`src/pkg/ufd_pkg.sv`:
```
// Purpose: Shared constants and types of the serial transceiver status, flag and divisor block.
// Assumes: 32-bit Avalon-MM word registers, 16x oversampling, one 100 MHz clock.
// Notes:   Offsets are byte addresses; the bus address port carries word indices.
//
// Overview of operation
// - Status register shows errors of last-read character.
// - Overrun status bit 3 rises immediately.
// - Overrun sets on full; clears on next store.
// - Bit 2 flags line low whole frame.
// - Break stores one zero character, waits idle.
// - Bit 1 flags parity mismatch per settings.
// - Bit 0 flags stop bit not one.
// - FIFO mode errors follow head character.
// - Flag bit 7 transmit empty, resets one.
// - Flag bit 6 receive full.
// - Flag bit 5 transmit full.
// - Flag bit 4 receive empty.
// - Flag bit 3 busy until stop bits sent.
// - Busy rises with transmit data, enabled or not.
// - Flag bit 0 is inverted clear-to-send input.
// - Flag bits 8, 2, 1 unsupported, read zero.
// - Infrared register ignores writes, reads zero.
// - Integer divisor sixteen bits, resets zero.
// - FIFO enable off gives one-entry holding registers.
// - Divisor is integer plus fraction, sixteen-times clock.
// - New divisor applies after current character.
package ufd_pkg;

    localparam int          UFD_DW        = 32;
    localparam int          UFD_AW        = 6;
    localparam int          UFD_FIFO_DEPTH = 16;

    // Byte offsets of the registers.
    localparam logic [7:0]  OFS_DATA      = 8'h00;
    localparam logic [7:0]  OFS_RX_STATUS = 8'h04;
    localparam logic [7:0]  OFS_FLAGS     = 8'h18;
    localparam logic [7:0]  OFS_IR_LP     = 8'h20;
    localparam logic [7:0]  OFS_DIV_INT   = 8'h24;
    localparam logic [7:0]  OFS_DIV_FRAC  = 8'h28;
    localparam logic [7:0]  OFS_LINE_CTRL = 8'h2c;
    localparam logic [7:0]  OFS_CTRL      = 8'h30;

    // Receive status bits; the data register carries them shifted up by eight.
    localparam int          STS_OVR       = 3;
    localparam int          STS_BRK       = 2;
    localparam int          STS_PAR       = 1;
    localparam int          STS_FRM       = 0;
    localparam int          DATA_STS_LSB  = 8;

    // Flag register bits.
    localparam int          FLG_TX_EMPTY  = 7;
    localparam int          FLG_RX_FULL   = 6;
    localparam int          FLG_TX_FULL   = 5;
    localparam int          FLG_RX_EMPTY  = 4;
    localparam int          FLG_BUSY      = 3;
    localparam int          FLG_CTS       = 0;

    // Line control bits.
    localparam int          LC_SPS        = 7;
    localparam int          LC_WLEN_HI    = 6;
    localparam int          LC_WLEN_LO    = 5;
    localparam int          LC_FEN        = 4;
    localparam int          LC_STP2       = 3;
    localparam int          LC_EPS        = 2;
    localparam int          LC_PEN        = 1;
    localparam int          LC_BRK        = 0;

    // Control bits.
    localparam int          CT_EN         = 0;
    localparam int          CT_TXE        = 8;
    localparam int          CT_RXE        = 9;

    // Reset values.
    localparam logic [15:0] DIV_INT_RST   = 16'h0000;
    localparam logic [5:0]  DIV_FRAC_RST  = 6'h00;
    localparam logic [7:0]  LINE_CTRL_RST = 8'h00;
    localparam logic [15:0] CTRL_RST      = 16'h0300;

    // Oversampling: sixteen ticks per bit, sample at the eighth.
    localparam logic [3:0]  TICK_LAST     = 4'hf;
    localparam logic [3:0]  TICK_MID      = 4'h7;

    typedef enum logic [2:0] {
        ST_IDLE  = 3'b000,
        ST_START = 3'b001,
        ST_DATA  = 3'b010,
        ST_PAR   = 3'b011,
        ST_STOP  = 3'b100,
        ST_BRKW  = 3'b101
    } ufd_bit_state_e;

    typedef struct packed {
        logic       brk;
        logic       par;
        logic       frm;
        logic [7:0] data;
    } ufd_rx_entry_s;

endpackage

```
`src/hw/ufd_top.sv`:
```
// Purpose: Serial transceiver core with receive status, flags and baud divisor registers.
// Assumes: Avalon-MM slave with one wait state per access; RXD and CTS_N are asynchronous.
// Notes:   Status and flags are software views; no interrupt or DMA logic lives here.
`timescale 1ns/1ps
module ufd_top #(
    parameter int DEPTH = ufd_pkg::UFD_FIFO_DEPTH
) (
    // Clock and reset
    input  wire logic                         REF_CLK,
    input  wire logic                         RST,
    // Register bus
    input  wire logic [ufd_pkg::UFD_AW-1:0]   AV_ADDRESS,
    input  wire logic                         AV_READ,
    input  wire logic                         AV_WRITE,
    input  wire logic [ufd_pkg::UFD_DW-1:0]   AV_WRITEDATA,
    input  wire logic [3:0]                   AV_BYTEENABLE,
    output logic      [ufd_pkg::UFD_DW-1:0]   AV_READDATA,
    output logic                              AV_WAITREQUEST,
    // Serial line
    input  wire logic                         RXD,
    output logic                              TXD,
    input  wire logic                         CTS_N
);
    import ufd_pkg::*;

    localparam int PW = $clog2(DEPTH);

    function automatic logic hit(input logic [UFD_AW-1:0] a, input logic [7:0] ofs);
        hit = (a == ofs[7:2]);
    endfunction

    // Parity bit for the configured word length, used by both directions.
    function automatic logic par_of(input logic [7:0] d, input logic [1:0] wl,
                                    input logic even_parity_select, input logic stick_parity_select);
        logic [7:0] m;
        m = 8'hff >> (2'd3 - wl);
        par_of = stick_parity_select ? ~even_parity_select : ((^(d & (m | 8'h1f))) ^ ~even_parity_select);
    endfunction

    function automatic logic [31:0] merge(input logic [31:0] o, input logic [31:0] n,
                                          input logic [3:0] be);
        logic [31:0] m;
        m = {{8{be[3]}}, {8{be[2]}}, {8{be[1]}}, {8{be[0]}}};
        merge = (o & ~m) | (n & m);
    endfunction

    // Input synchronisers.
    logic rxd_s1_reg, rxd_s2_reg, cts_s1_reg, cts_s2_reg;
    always_ff @(posedge REF_CLK or posedge RST) begin
        if (RST) begin
            rxd_s1_reg <= 1'b1;
            rxd_s2_reg <= 1'b1;
            cts_s1_reg <= 1'b1;
            cts_s2_reg <= 1'b1;
        end else begin
            rxd_s1_reg <= RXD;
            rxd_s2_reg <= rxd_s1_reg;
            cts_s1_reg <= CTS_N;
            cts_s2_reg <= cts_s1_reg;
        end
    end

    // Register bus handshake: first cycle latches read data, second completes.
    logic        ack_reg, pop_ok_reg;
    logic [31:0] rdata_reg;
    wire         req     = AV_READ | AV_WRITE;
    wire         first   = req & ~ack_reg;
    wire         rd_acc  = AV_READ & ack_reg;
    wire         wr_acc  = AV_WRITE & ack_reg;
    assign AV_WAITREQUEST = first;
    assign AV_READDATA    = rdata_reg;

    wire hit_data = hit(AV_ADDRESS, OFS_DATA);
    wire hit_sts  = hit(AV_ADDRESS, OFS_RX_STATUS);
    wire hit_flg  = hit(AV_ADDRESS, OFS_FLAGS);
    wire hit_dint = hit(AV_ADDRESS, OFS_DIV_INT);
    wire hit_dfr  = hit(AV_ADDRESS, OFS_DIV_FRAC);
    wire hit_lc   = hit(AV_ADDRESS, OFS_LINE_CTRL);
    wire hit_ct   = hit(AV_ADDRESS, OFS_CTRL);

    // Software registers.
    logic [15:0] div_int_reg, div_int_act_reg, ctrl_reg;
    logic [5:0]  div_frac_reg, div_frac_act_reg;
    logic [7:0]  lc_reg;
    logic        ovr_reg, brk_reg, par_reg, frm_reg;

    wire        fifo_enable     = lc_reg[LC_FEN];
    wire [1:0]  wlen    = lc_reg[LC_WLEN_HI:LC_WLEN_LO];
    wire [2:0]  last_bit = 3'(wlen) + 3'd4;
    wire        rx_en   = ctrl_reg[CT_EN] & ctrl_reg[CT_RXE];
    wire        tx_en   = ctrl_reg[CT_EN] & ctrl_reg[CT_TXE];
    wire [PW:0] limit   = fifo_enable ? (PW+1)'(DEPTH) : (PW+1)'(1);

    // Receive FIFO.
    ufd_rx_entry_s rxf_mem [DEPTH];
    logic [PW-1:0] rxf_wp_reg, rxf_rp_reg;
    logic [PW:0]   rxf_cnt_reg;
    ufd_rx_entry_s rx_entry;
    logic          rx_push;
    wire           rx_empty = (rxf_cnt_reg == '0);
    wire           rx_full  = (rxf_cnt_reg >= limit);
    wire           rx_store = rx_push & ~rx_full;
    wire           rx_pop   = rd_acc & hit_data & pop_ok_reg;
    ufd_rx_entry_s rx_head;
    assign rx_head = rxf_mem[rxf_rp_reg];

    // Transmit FIFO.
    logic [7:0]    txf_mem [DEPTH];
    logic [PW-1:0] txf_wp_reg, txf_rp_reg;
    logic [PW:0]   txf_cnt_reg;
    logic          tx_pop;
    wire           tx_empty = (txf_cnt_reg == '0);
    wire           tx_full  = (txf_cnt_reg >= limit);
    wire           tx_push  = wr_acc & hit_data & ~tx_full;

    // Line engines.
    ufd_bit_state_e rx_st_reg, rx_st_next, tx_st_reg, tx_st_next;
    wire busy = ~tx_empty | (tx_st_reg != ST_IDLE);

    // Read multiplexer.
    logic [31:0] rmux;
    assign rmux =
        hit_data ? {20'h0, ovr_reg, rx_head.brk, rx_head.par, rx_head.frm,
                    rx_head.data} :
        hit_sts  ? {28'h0, ovr_reg, brk_reg, par_reg, frm_reg} :
        hit_flg  ? {24'h0, tx_empty, rx_full, tx_full, rx_empty, busy,
                    2'b00, ~cts_s2_reg} :
        hit_dint ? {16'h0, div_int_reg} :
        hit_dfr  ? {26'h0, div_frac_reg} :
        hit_lc   ? {24'h0, lc_reg} :
        hit_ct   ? {16'h0, ctrl_reg} :
                   32'h0;

    always_ff @(posedge REF_CLK or posedge RST) begin
        if (RST) begin
            ack_reg    <= 1'b0;
            pop_ok_reg <= 1'b0;
            rdata_reg  <= 32'h0;
        end else begin
            ack_reg <= first;
            if (first) begin
                rdata_reg  <= rmux;
                pop_ok_reg <= ~rx_empty;
            end
        end
    end

    // Software register writes; the infrared offset and unmapped words take no write.
    logic [31:0] wr_int, wr_frac, wr_lc, wr_ct;
    assign wr_int  = merge({16'h0, div_int_reg}, AV_WRITEDATA, AV_BYTEENABLE);
    assign wr_frac = merge({26'h0, div_frac_reg}, AV_WRITEDATA, AV_BYTEENABLE);
    assign wr_lc   = merge({24'h0, lc_reg}, AV_WRITEDATA, AV_BYTEENABLE);
    assign wr_ct   = merge({16'h0, ctrl_reg}, AV_WRITEDATA, AV_BYTEENABLE);
    wire   idle_both = (rx_st_reg == ST_IDLE) & (tx_st_reg == ST_IDLE);

    always_ff @(posedge REF_CLK or posedge RST) begin
        if (RST) begin
            div_int_reg      <= DIV_INT_RST;
            div_frac_reg     <= DIV_FRAC_RST;
            div_int_act_reg  <= DIV_INT_RST;
            div_frac_act_reg <= DIV_FRAC_RST;
            lc_reg           <= LINE_CTRL_RST;
            ctrl_reg         <= CTRL_RST;
        end else begin
            if (wr_acc & hit_dint) div_int_reg <= wr_int[15:0];
            if (wr_acc & hit_dfr) div_frac_reg <= wr_frac[5:0];
            if (wr_acc & hit_lc) lc_reg <= wr_lc[7:0];
            if (wr_acc & hit_ct) ctrl_reg <= wr_ct[15:0];
            if (idle_both) begin
                div_int_act_reg  <= div_int_reg;
                div_frac_act_reg <= div_frac_reg;
            end
        end
    end

    // Error status: break, parity and framing copy the character being read.
    wire sts_clr = wr_acc & hit_sts;
    always_ff @(posedge REF_CLK or posedge RST) begin
        if (RST) begin
            ovr_reg <= 1'b0;
            brk_reg <= 1'b0;
            par_reg <= 1'b0;
            frm_reg <= 1'b0;
        end else begin
            // A lost character wins over a clear in the same cycle.
            if (rx_push & rx_full) ovr_reg <= 1'b1;
            else if (rx_store | sts_clr) ovr_reg <= 1'b0;
            if (rx_pop) begin
                brk_reg <= rx_head.brk;
                par_reg <= rx_head.par;
                frm_reg <= rx_head.frm;
            end else if (sts_clr) begin
                brk_reg <= 1'b0;
                par_reg <= 1'b0;
                frm_reg <= 1'b0;
            end
        end
    end

    // FIFO storage and pointers.
    always_ff @(posedge REF_CLK) begin
        if (rx_store) rxf_mem[rxf_wp_reg] <= rx_entry;
        if (tx_push) txf_mem[txf_wp_reg] <= AV_WRITEDATA[7:0];
    end

    always_ff @(posedge REF_CLK or posedge RST) begin
        if (RST) begin
            rxf_wp_reg  <= '0;
            rxf_rp_reg  <= '0;
            rxf_cnt_reg <= '0;
            txf_wp_reg  <= '0;
            txf_rp_reg  <= '0;
            txf_cnt_reg <= '0;
        end else begin
            if (rx_store) rxf_wp_reg <= PW'(rxf_wp_reg + 1'b1);
            if (rx_pop) rxf_rp_reg <= PW'(rxf_rp_reg + 1'b1);
            rxf_cnt_reg <= (PW+1)'(rxf_cnt_reg + rx_store - rx_pop);
            if (tx_push) txf_wp_reg <= PW'(txf_wp_reg + 1'b1);
            if (tx_pop) txf_rp_reg <= PW'(txf_rp_reg + 1'b1);
            txf_cnt_reg <= (PW+1)'(txf_cnt_reg + tx_push - tx_pop);
        end
    end

    // Sixteen-times tick: integer count plus a carry from the fraction accumulator.
    logic [15:0] bcnt_reg;
    logic [5:0]  facc_reg;
    wire  [6:0]  facc_sum = {1'b0, facc_reg} + {1'b0, div_frac_act_reg};
    wire         tick     = (div_int_act_reg != 16'h0) & (bcnt_reg == 16'h0);
    always_ff @(posedge REF_CLK or posedge RST) begin
        if (RST) begin
            bcnt_reg <= 16'h0;
            facc_reg <= 6'h0;
        end else if (tick) begin
            bcnt_reg <= 16'(div_int_act_reg - 16'h1 + {15'h0, facc_sum[6]});
            facc_reg <= facc_sum[5:0];
        end else if (idle_both & (div_int_act_reg != div_int_reg)) begin
            // Restart the count while idle, so a slow old divisor cannot hold off a new one.
            bcnt_reg <= 16'h0;
        end else if (bcnt_reg != 16'h0) begin
            bcnt_reg <= bcnt_reg - 16'h1;
        end
    end

    // Receiver.
    logic [3:0] rx_sub_reg, rx_sub_next;
    logic [2:0] rx_bit_reg, rx_bit_next;
    logic [7:0] rx_sh_reg, rx_sh_next;
    logic       rx_pb_reg, rx_pb_next;
    wire        rx_line  = rxd_s2_reg;
    wire        rx_samp  = tick & (rx_sub_reg == TICK_LAST);
    wire        rx_allz  = (rx_sh_reg == 8'h0) & (~lc_reg[LC_PEN] | ~rx_pb_reg);
    wire        rx_break = ~rx_line & rx_allz;
    wire        rx_perr  = lc_reg[LC_PEN] &
                           (rx_pb_reg != par_of(rx_sh_reg, wlen, lc_reg[LC_EPS],
                                                lc_reg[LC_SPS]));

    always_comb begin
        rx_st_next  = rx_st_reg;
        rx_sub_next = rx_sub_reg;
        rx_bit_next = rx_bit_reg;
        rx_sh_next  = rx_sh_reg;
        rx_pb_next  = rx_pb_reg;
        rx_push     = 1'b0;
        rx_entry    = '0;
        if (tick && rx_st_reg != ST_IDLE && rx_st_reg != ST_BRKW) rx_sub_next = rx_sub_reg + 4'h1;
        unique case (rx_st_reg)
            ST_IDLE: begin
                if (rx_en & tick & ~rx_line) begin
                    rx_st_next  = ST_START;
                    rx_sub_next = 4'h0;
                    rx_sh_next  = 8'h0;
                    rx_pb_next  = 1'b0;
                end
            end
            ST_START: begin
                if (tick && rx_sub_reg == TICK_MID) begin
                    rx_st_next  = rx_line ? ST_IDLE : ST_DATA;
                    rx_sub_next = 4'h0;
                    rx_bit_next = 3'h0;
                end
            end
            ST_DATA: begin
                if (rx_samp) begin
                    rx_sh_next[rx_bit_reg] = rx_line;
                    rx_bit_next = rx_bit_reg + 3'h1;
                    if (rx_bit_reg == last_bit) rx_st_next = lc_reg[LC_PEN] ? ST_PAR : ST_STOP;
                end
            end
            ST_PAR: begin
                if (rx_samp) begin
                    rx_pb_next = rx_line;
                    rx_st_next = ST_STOP;
                end
            end
            ST_STOP: begin
                if (rx_samp) begin
                    rx_push        = 1'b1;
                    rx_entry.data  = rx_break ? 8'h00 : rx_sh_reg;
                    rx_entry.brk   = rx_break;
                    rx_entry.par   = rx_perr & ~rx_break;
                    rx_entry.frm   = ~rx_line & ~rx_break;
                    rx_st_next     = rx_break ? ST_BRKW : ST_IDLE;
                end
            end
            ST_BRKW: begin
                // No further character until the line has returned to mark.
                if (rx_line) rx_st_next = ST_IDLE;
            end
            default: rx_st_next = ST_IDLE;
        endcase
    end

    always_ff @(posedge REF_CLK or posedge RST) begin
        if (RST) begin
            rx_st_reg  <= ST_IDLE;
            rx_sub_reg <= 4'h0;
            rx_bit_reg <= 3'h0;
            rx_sh_reg  <= 8'h0;
            rx_pb_reg  <= 1'b0;
        end else begin
            rx_st_reg  <= rx_st_next;
            rx_sub_reg <= rx_sub_next;
            rx_bit_reg <= rx_bit_next;
            rx_sh_reg  <= rx_sh_next;
            rx_pb_reg  <= rx_pb_next;
        end
    end

    // Transmitter.
    logic [3:0] tx_sub_reg, tx_sub_next;
    logic [2:0] tx_bit_reg, tx_bit_next;
    logic [7:0] tx_sh_reg, tx_sh_next;
    logic       txd_reg, txd_next;
    wire        tx_bend = tick & (tx_sub_reg == TICK_LAST);
    assign TXD = txd_reg;

    always_comb begin
        tx_st_next  = tx_st_reg;
        tx_sub_next = tick ? tx_sub_reg + 4'h1 : tx_sub_reg;
        tx_bit_next = tx_bit_reg;
        tx_sh_next  = tx_sh_reg;
        tx_pop      = 1'b0;
        unique case (tx_st_reg)
            ST_IDLE: begin
                tx_sub_next = 4'h0;
                if (tx_en & tick & ~tx_empty) begin
                    tx_pop      = 1'b1;
                    tx_sh_next  = txf_mem[txf_rp_reg];
                    tx_st_next  = ST_START;
                    tx_bit_next = 3'h0;
                end
            end
            ST_START: if (tx_bend) tx_st_next = ST_DATA;
            ST_DATA: begin
                if (tx_bend) begin
                    tx_bit_next = tx_bit_reg + 3'h1;
                    if (tx_bit_reg == last_bit) begin
                        tx_st_next  = lc_reg[LC_PEN] ? ST_PAR : ST_STOP;
                        tx_bit_next = 3'h0;
                    end
                end
            end
            ST_PAR: if (tx_bend) tx_st_next = ST_STOP;
            ST_STOP: begin
                // Busy holds through the last stop bit.
                if (tx_bend) begin
                    tx_bit_next = tx_bit_reg + 3'h1;
                    if (~lc_reg[LC_STP2] | tx_bit_reg[0]) tx_st_next = ST_IDLE;
                end
            end
            default: tx_st_next = ST_IDLE;
        endcase
    end

    always_comb begin
        unique case (tx_st_reg)
            ST_START: txd_next = 1'b0;
            ST_DATA:  txd_next = tx_sh_reg[tx_bit_reg];
            ST_PAR:   txd_next = par_of(tx_sh_reg, wlen, lc_reg[LC_EPS], lc_reg[LC_SPS]);
            default:  txd_next = 1'b1;
        endcase
        if (lc_reg[LC_BRK]) txd_next = 1'b0;
    end

    always_ff @(posedge REF_CLK or posedge RST) begin
        if (RST) begin
            tx_st_reg  <= ST_IDLE;
            tx_sub_reg <= 4'h0;
            tx_bit_reg <= 3'h0;
            tx_sh_reg  <= 8'h0;
            txd_reg    <= 1'b1;
        end else begin
            tx_st_reg  <= tx_st_next;
            tx_sub_reg <= tx_sub_next;
            tx_bit_reg <= tx_bit_next;
            tx_sh_reg  <= tx_sh_next;
            txd_reg    <= txd_next;
        end
    end

endmodule // ufd_top

```
`config.mk`:
```
export PLATFORM = sky130hd
export DESIGN_NAME = ufd_top
export DESIGN_NICKNAME = d
export VERILOG_FILES = /design/src/pkg/ufd_pkg.sv /design/src/hw/ufd_top.sv
export SDC_FILE = /design/constraint.sdc
export NUM_CORES = 1
export LEC_CHECK = 0
export BUFFER_PORTS_ARGS = -buffer_cell sky130_fd_sc_hd__buf_2
export CAP_MARGIN = 20
export CORE_MARGIN = 2
export CORE_UTILIZATION = 46
export CTS_CLUSTER_DIAMETER = 80
export DETAILED_ROUTE_END_ITERATION = 10
export PLACE_DENSITY_LB_ADDON = 0.08
export SLEW_MARGIN = 20
export SYNTH_ARGS = -nofsm -noshare
export SYNTH_HDL_FRONTEND = slang
export SYNTH_SLANG_ARGS = --single-unit
```
`constraint.sdc`:
```
create_clock -name REF_CLK -period 17.35 [get_ports REF_CLK]
set_clock_uncertainty 0.15 [all_clocks]
set_input_delay 2.6025 -clock REF_CLK [delete_from_list [all_inputs] [get_ports REF_CLK]]
set_output_delay 2.6025 -clock REF_CLK [all_outputs]
set_load 0.03 [all_outputs]
```
==> results of run 1 <==
## through the flow
| stage | instance area (um2) | setup slack [ns] | utilization [%] | hold WS, ns |
|---|---|---|---|---|
| global route | 24430 | 10.54 | 52.25 | 0.2172 |
| floorplan | 21900 | 9.722 | - | 0.1952 |
| detailed placement | 22720 | 10.66 | 48.59 | 0.1989 |
| global placement | 22720 | 10.64 | 48.59 | 0.1980 |
| CTS | 24420 | 10.65 | 52.24 | 0.2147 |
| finish | 24430 | 10.60 | 52.25 | 0.2137 |
## report_power, final
part	internal (mW)	switching [mW]	total (mW)
clock network	0.633	0.462	1.09
registers	1.26	0.0422	1.30
logic	0.131	0.206	0.338
total	2.02	0.710	2.73
## final cells by class
type / count / area (um2)
repair buffers: 73 / 430.4
well taps: 607 / 759.5
inverters: 51 / 198.9
flip-flops and latches: 484 / 13650
clock buffers: 67 / 1481
fillers: 3954 / 22330
clock inverters: 34 / 222.7
multi-input cells: 881 / 7687
## layer usage
layer  vias to the layer above  routed length (um)
met2                       296               24280
li1                       5726                   -
met5                         -                   0
met3                        71                2192
met4                         0                1167
met1                      6562               24070
## synth_stat cells, types with 37 or more instances
cell | count | share of area, %
ha_1 | 47 | 2.7
clkbuf_1 | 50 | 0.86
nand2_1 | 84 | 1.4
edfxtp_1 | 304 | 42
inv_1 | 51 | 0.88
xnor2_1 | 59 | 2.4
a21oi_1 | 37 | 0.85
mux2_2 | 79 | 4.1
dfrtp_1 | 173 | 20
o21ai_0 | 50 | 1.1
nor2_1 | 90 | 1.5
mux4_2 | 84 | 8.7
## worst max-delay path by stage
| stage | startpoint | endpoint | slack (ns) |
|---|---|---|---|
| 2_1_floorplan | RST | AV_READDATA[0]$_DFFE_PP0P_ | 9.72 |
| 3_3_place_gp | AV_WRITE | AV_WAITREQUEST | 10.64 |
| 3_5_place_dp | AV_WRITE | AV_WAITREQUEST | 10.66 |
| 4_1_cts | AV_WRITE | AV_WAITREQUEST | 10.65 |
| 5_1_grt | AV_WRITE | AV_WAITREQUEST | 10.54 |
| 6_report | AV_WRITE | AV_WAITREQUEST | 10.60 |
## logic make-up after synthesis
logic type / after synthesis
DFF: 484
and+or+nand+nor: 351
AOI/OAI and AO/OA: 187
muxes: 187
buffers and inverters: 142
xor gates and xnor gates: 90
adders and majority gates: 50
other: 1
## worst max-delay path: stages
cell and delay [ns]:
buf_2 0.19, nor2_1 0.05, or2_0 0.19, buf_4 0.22, inv_1 0.43, buf_2 0.30
==> metrics.cfg, run 1 <==
[global_route]
grtUsageMet1_pct = 30.90
grt_pass1_vias = 12750
use_met3_pct = 3.088
antenna_found_initial = 0
grt_overflow = 0
grt_busiest_layer = met2
use_met2_pct = 33.86
grt_pass1_wl_um = 79480
track_usage_pct = 21.35
grt_max_degree = 113

[layout]
syn2layout_area_growth_pct = 11.85
reg_top3 = rxf_mem (176), txf_mem (128)
layoutNonFillerInstCount = 2197
n_antenna_cell = 0
final_common_cell = edfxtp_1
nets = 1643
regMostFlops = rxf_mem
layout_common_cells = 304 x edfxtp_1, 171 x dfrtp_1, 84 x nand2_1, 84 x mux4_2, 83 x nor2_1
largest_reg_flops = 176
drive_gt1_share_pct = 22.64

[sta]
max_clock_freq_ghz = 0.1482
rsz0062_at_grt = false
timing.final.crit_share_pct = 38.89
max_slew_margin_pct = 33.91
worst_slew_pin_slew_ns = 0.9903
period_minus_slack_ns = 6.748
finalSetupViolCount = 0
hold_violations = 0
timing.setup.tns_ns = 0
finalMaxSlewViolations = 0

[yosys]
netlist_area_mm2 = 0.02184
syn_area_per_cell_um2 = 14.64
ys.flop_type = edfxtp_1
synth.yosys.seq_area_share_pct = 62.46
synth_adder_area_share_pct = 2.968
synth_warnings = 0
synth-edff-count = 304
ys_seq_elements = 484
synth-simple-area-share_pct = 8.536
synth_mux_area_share_pct = 13.86
async_reset_ff_share_pct = 37.19
synth_compound_area_share_pct = 5.649
synth_top_family_by_area = multiplexers
synthCells = 1492
synth-xor-area-share_pct = 3.644
yosysUniqueCellTypes = 79

[critical_path]
timing.rr.end = txf_cnt_reg[4]$_DFF_PP0_
cp_max_fo = 22
critical_path_arrival_ns = 4.00
criticalPathCategory = in2out
endpoint_kind = primary output
worstRegToRegCells = 13
rrSetupSlack_ns = 12.94
worst-endpoint-required_ns = 14.60
r2r-start = bcnt_reg[5]$_DFFE_PP0P_
cp-start-kind = primary input

[clock_tree]
ctsHoldBuffers = 0
cts_root_buf = clkbuf_16
cts_buffers = 54
ctsLongestPathBuffers = 3
postCtsSetupBuffers = 0
clkLatencyLatePin_ns = 0.59
ctsHtreeMaxLevel = 2
cts_resized = 0
cts.sinks = 484
cts_tree = done
clk_pin_slew_worst_paths_ns = 0.06

[place]
port_buffers = 47
placed_cells = 2096
hpwlAfterDp_um = 33420
place.gp.congestion = 0.8038

[hold_path]
hp-class = reg2reg
holdPathEnd = rx_line$_DFF_PP1_
min_path_cells = 0
worstHoldStart = rxd_s1_reg$_DFF_PP1_

[floorplan]
die_w_um = 221.9
rows = 79
dieArea_mm2 = 0.04924
die_h_um = 221.9
core_area_mm2 = 0.04675
ios = 82
start_util_pct = 46.71

[power_and_ir_drop]
finalPower_mw = 2.735
ir_drop_v = 0.00009851
power_leakage_nw = 8.655
cellPowerDensity_mw_per_mm2 = 112.0

[status]
outcome = complete, no violations

[drt]
dr.pass1.iters = 5
drcViolationCount = 0
routed_via_density = 5.760
wl_um = 51700
dr_total_vias = 12660
drt_iter0_drc = 1042
wl_per_cell_um = 23.53
ant_nets = 0

[job]
drv_cap = 0

(Power assumes the default switching activity.)
==> run 2, diff against run 1 <==
Clock period 17.35 ns to 5.5 ns, I/O delays scaled along.
==> run 2 against run 1 <==
Sequential power rose to 3.2 times the previous value. Clock power rose to 3.4 times the previous value. Combinational power increased to 3.1 times the previous value. Critical path type is now reg2reg. Sequential share of layout area decreased by 0.50 points. Non-clock buffer count rose by 20. Cell count rose by 0.77%. Flip-flop and latch count unchanged. Total power grew to 3.2 times the previous value. Highest routed layer unchanged. Clock-buffer cell count rose by 8.
==> metrics.cfg, run 2 (same netlist as run 1, synthesis figures left out) <==
[status]
outcome = complete, no violations

[clock_tree]
cts_tree = done
cts_root_buf = clkbuf_16
cts_buffers = 52
ctsHoldBuffers = 0
cts_resized = 0
postCtsSetupBuffers = 0
ctsHtreeMaxLevel = 2
cts.sinks = 484
ctsLongestPathBuffers = 3
clk_pin_slew_worst_paths_ns = 0.06
clkLatencyLatePin_ns = 0.60

[drt]
drt_iter0_drc = 941
dr_total_vias = 12700
wl_per_cell_um = 23.36
dr.pass1.iters = 5
routed_via_density = 5.738
ant_nets = 0
wl_um = 51730
drcViolationCount = 0

[floorplan]
dieArea_mm2 = 0.04924
ios = 82
core_area_mm2 = 0.04675
die_h_um = 221.9
start_util_pct = 46.71
rows = 79
die_w_um = 221.9

[critical_path]
cp_max_fo = 34
criticalPathCategory = reg2reg
worstRegToRegCells = 13
timing.rr.end = txf_cnt_reg[4]$_DFF_PP0_
critical_path_arrival_ns = 4.55
r2r-start = bcnt_reg[5]$_DFFE_PP0P_
endpoint_kind = flip-flop
cp-start-kind = flip-flop
worst-endpoint-required_ns = 5.86
rrSetupSlack_ns = 1.32

[global_route]
antenna_found_initial = 1
grtUsageMet1_pct = 31.74
grt_max_degree = 72
grt_busiest_layer = met2
track_usage_pct = 21.46
grt_pass1_wl_um = 79410
grt_pass1_vias = 12660
grt_overflow = 0
use_met2_pct = 32.45
use_met3_pct = 3.870

[sta]
period_minus_slack_ns = 4.184
rsz0062_at_grt = false
max_slew_margin_pct = 36.96
max_clock_freq_ghz = 0.2390
hold_violations = 0
timing.final.crit_share_pct = 76.08
timing.setup.tns_ns = 0
finalSetupViolCount = 0
finalMaxSlewViolations = 0
worst_slew_pin_slew_ns = 0.9457

[layout]
reg_top3 = rxf_mem (176), txf_mem (128)
layoutNonFillerInstCount = 2214
n_antenna_cell = 0
final_common_cell = edfxtp_1
drive_gt1_share_pct = 22.78
nets = 1661
utilization_pct = 52.72
syn2layout_area_growth_pct = 12.87
regMostFlops = rxf_mem
layout_common_cells = 304 x edfxtp_1, 171 x dfrtp_1, 90 x nor2_1
largest_reg_flops = 176

[place]
place.gp.congestion = 0.8072
placed_cells = 2116
hpwlAfterDp_um = 34630
port_buffers = 47

[job]
drv_cap = 0

[hold_path]
holdPathEnd = cts_s1_reg$_DFF_PP1_
hp-class = in2reg
worstHoldStart = CTS_N
min_path_cells = 1

[power_and_ir_drop]
ir_drop_v = 0.0002694
cellPowerDensity_mw_per_mm2 = 359.1
power_leakage_nw = 8.815

-- run 2: changes by cell type in the layout (fill, tap and decap cells not counted), moves of 2 or more --
cell / before / now
clkinv_2: 15 / 8
nor3_4: 2 / 0
clkinv_1: 11 / 2
nor2_2: 7 / 0
bufinv_16: 2 / 8
buf_4: 26 / 45
nor2_1: 83 / 90
clkbuf_8: 6 / 4
clkinvlp_4: 5 / 3
clkbuf_1: 6 / 17
-- run 2: power by group --
group | internal, mW | leakage, nW | switching (mW)
sequential | 3.98 | 4.77 | 0.138
clock | 2.24 | 0.878 | 1.44
combinational | 0.416 | 3.17 | 0.648
total | 6.63 | 8.81 | 2.22
-- run 2: worst max path at each step --
stage | from | endpoint | slack [ns]
after floorplan | AV_ADDRESS[5] | txf_cnt_reg[4]$_DFF_PP0_ | 1.92
after global placement | bcnt_reg[5]$_DFFE_PP0P_ | rxf_cnt_reg[4]$_DFF_PP0_ | 1.34
after detailed placement | bcnt_reg[5]$_DFFE_PP0P_ | txf_cnt_reg[4]$_DFF_PP0_ | 1.32
after CTS | bcnt_reg[5]$_DFFE_PP0P_ | txf_cnt_reg[4]$_DFF_PP0_ | 1.31
after global routing | bcnt_reg[5]$_DFFE_PP0P_ | txf_cnt_reg[4]$_DFF_PP0_ | 1.02
final | bcnt_reg[5]$_DFFE_PP0P_ | txf_cnt_reg[4]$_DFF_PP0_ | 1.32
-- run 2: area by class of cell --
class	instances	area, um2
Inverter	51	195.2
Clock buffer	75	1470
Fill cell	3928	22100
Timing Repair Buffer	93	593.1
Multi-Input combinational cell	881	7649
Tap cell	607	759.5
Sequential cell	484	13650
Clock inverter	23	336.6
-- run 2: worst max-delay path, stage by stage (launching register included) --
cell,delay (ns)
dfrtp_1,0.41
or4_4,0.57
nor4b_4,0.40
and4b_1,0.55
nand2_4,0.36
nor3_1,0.38
ha_1,0.19
inv_1,0.04
ha_1,0.20
fa_1,0.42
a21oi_1,0.16
nor2_1,0.05
nor2_1,0.11
xnor2_1,0.12
-- run 2: per-layer routing --
layer | vias up | part of all wire, %
li1 | 5756 | -
met1 | 6565 | 46
met2 | 304 | 46
met3 | 78 | 5.4
met4 | 0 | 2.3
met5 | - | 0
-- run 2: through the flow --
stage          area (um2)  setup slack, ns  hold slack, ns  total power [mW]
2_1_floorplan       21900            1.920          0.1952             4.970
3_3_place_gp        22840            1.340          0.1955             5.239
3_5_place_dp        22840            1.321          0.2009             5.255
4_1_cts             24650            1.312          0.1498             8.953
5_1_grt             24650            1.016          0.1600             9.230
6_report            24650            1.316          0.1881             8.853
==> run 3, diff against run 2 <==
Clock period 5.5 ns to 4.1 ns, I/O delays scaled along.
==> run 3 against run 2 <==
First-iteration DRC count increased by 14%. Combinational power increased by 42%. Total power increased by 30%. Critical path depth increased by 1. Clock power increased by 23%. Via count increased by 0.58%. Fmax increased by 14%. Global-route usage increased by 0.083 points. Utilization increased by 0.23 points. Register-to-register slack got worse by 0.87 ns. Non-clock buffer count increased by 30. Worst hold slack got worse by 0.18 ns. Largest cell class unchanged. Largest power group unchanged. Highest routed layer is now met5.
==> metrics.cfg, run 3 (same netlist as run 1, synthesis figures left out) <==
[critical_path]
worst-endpoint-required_ns = 4.48
cp_max_fo = 4
cp-start-kind = flip-flop
worstRegToRegCells = 14
critical_path_arrival_ns = 4.03
criticalPathCategory = reg2reg
r2r-start = bcnt_reg[5]$_DFFE_PP0P_
endpoint_kind = flip-flop
timing.rr.end = txf_cnt_reg[4]$_DFF_PP0_
rrSetupSlack_ns = 0.44

[layout]
layout_common_cells = 304 x edfxtp_1, 171 x dfrtp_1, 90 x nor2_1
n_antenna_cell = 0
regMostFlops = rxf_mem
utilization_pct = 52.96
stdcell_area_mm2 = 0.02476
reg_top3 = rxf_mem (176), txf_mem (128)
largest_reg_flops = 176
final_common_cell = edfxtp_1
nets = 1692
drive_gt1_share_pct = 24.05
syn2layout_area_growth_pct = 13.37
layoutNonFillerInstCount = 2245

[floorplan]
die_w_um = 221.9
core_area_mm2 = 0.04675
rows = 79
ios = 82
die_h_um = 221.9
dieArea_mm2 = 0.04924
start_util_pct = 46.71

[global_route]
antenna_found_initial = 2
grt_pass1_wl_um = 79830
grt_max_degree = 103
track_usage_pct = 21.54
grt_pass1_vias = 12730
grt_overflow = 0

[sta]
max_clock_freq_ghz = 0.2736
finalSetupViolCount = 0
holdWs_ns = 0.01056
period_minus_slack_ns = 3.655
worst_slack_ns = 0.4446
hold_violations = 0
timing.setup.tns_ns = 0
finalMaxSlewViolations = 0
timing.final.crit_share_pct = 89.16
max_slew_margin_pct = 43.63
worst_slew_pin_slew_ns = 0.8425
rsz0062_at_grt = false

[drt]
ant_nets = 0
dr_total_vias = 12780
drt_iter0_drc = 1075
drcViolationCount = 0
dr.pass1.iters = 5
wl_per_cell_um = 23.23
routed_via_density = 5.691
wl_um = 52150

[place]
dpl_cell_area_mm2 = 0.02309
placed_cells = 2144
port_buffers = 47
hpwlAfterDp_um = 35100
place.gp.congestion = 0.8590
place_ws_ns = 0.4191

[clock_tree]
clk_pin_slew_worst_paths_ns = 0.06
postCtsSetupBuffers = 0
ctsLongestPathBuffers = 3
ctsHtreeMaxLevel = 2
cts_tree = done
cts_root_buf = clkbuf_16
cts.sinks = 484
clkLatencyLatePin_ns = 0.61
cts_buffers = 53

[power_and_ir_drop]
finalPower_mw = 11.52
power_leakage_nw = 8.912
cellPowerDensity_mw_per_mm2 = 465.4
ir_drop_v = 0.0003238

[job]
drv_cap = 0

[hold_path]
hp-class = in2async

[status]
outcome = complete, no violations

==> run 3: where the power goes <==
group / internal, mW / switching, mW / leakage (nW)
logic: 0.608 / 0.889 / 3.33
registers: 5.34 / 0.170 / 4.77
clock network: 2.57 / 1.95 / 0.809
total: 8.51 / 3.01 / 8.91
==> run 3: timing repair <==
action,CTS,global route
hold endpoints to repair,2,0
hold buffers,2,0
resized for setup,0,0
==> run 3: final cells by class <==
type / count / area (um2)
clock inverter: 31 / 235.2
clock buffer: 68 / 1413
timing repair buffer: 123 / 860.8
multi-input combinational: 881 / 7649
fill: 3920 / 21990
sequential: 484 / 13650
inverter: 51 / 195.2
tap: 607 / 759.5
==> run 3: how the worst max path moves through the flow <==
| stage | slack (ns) | cells past startpoint | to | startpoint |
|---|---|---|---|---|
| 2_1_floorplan | 0.52 | 17 | rxf_cnt_reg[4]$_DFF_PP0_ | bcnt_reg[5]$_DFFE_PP0P_ |
| 3_3_place_gp | 0.45 | 14 | txf_cnt_reg[4]$_DFF_PP0_ | bcnt_reg[5]$_DFFE_PP0P_ |
| 3_5_place_dp | 0.42 | 14 | txf_cnt_reg[4]$_DFF_PP0_ | bcnt_reg[5]$_DFFE_PP0P_ |
| 4_1_cts | 0.39 | 14 | txf_cnt_reg[4]$_DFF_PP0_ | bcnt_reg[5]$_DFFE_PP0P_ |
| 5_1_grt | 0.18 | 14 | txf_cnt_reg[4]$_DFF_PP0_ | bcnt_reg[5]$_DFFE_PP0P_ |
| 6_report | 0.44 | 14 | txf_cnt_reg[4]$_DFF_PP0_ | bcnt_reg[5]$_DFFE_PP0P_ |
==> run 3: routing by layer <==
metal,routed length (um),track usage (%)
met2,24300,34.04
met1,24190,31.05
met4,960,4.904
met5,13,0
met3,2685,4.214
==> run 3: worst max-delay path, stage by stage (launching register included) <==
cell and delay [ns]:
dfrtp_1 0.40, or4_4 0.57, nor4b_4 0.24, and4b_1 0.41, buf_4 0.20, nand2_4 0.05, nor3_1 0.27, ha_1 0.18
inv_1 0.04, ha_1 0.20, fa_1 0.41, a21oi_1 0.18, nor2_1 0.05, nor2_1 0.10, xnor2_1 0.13
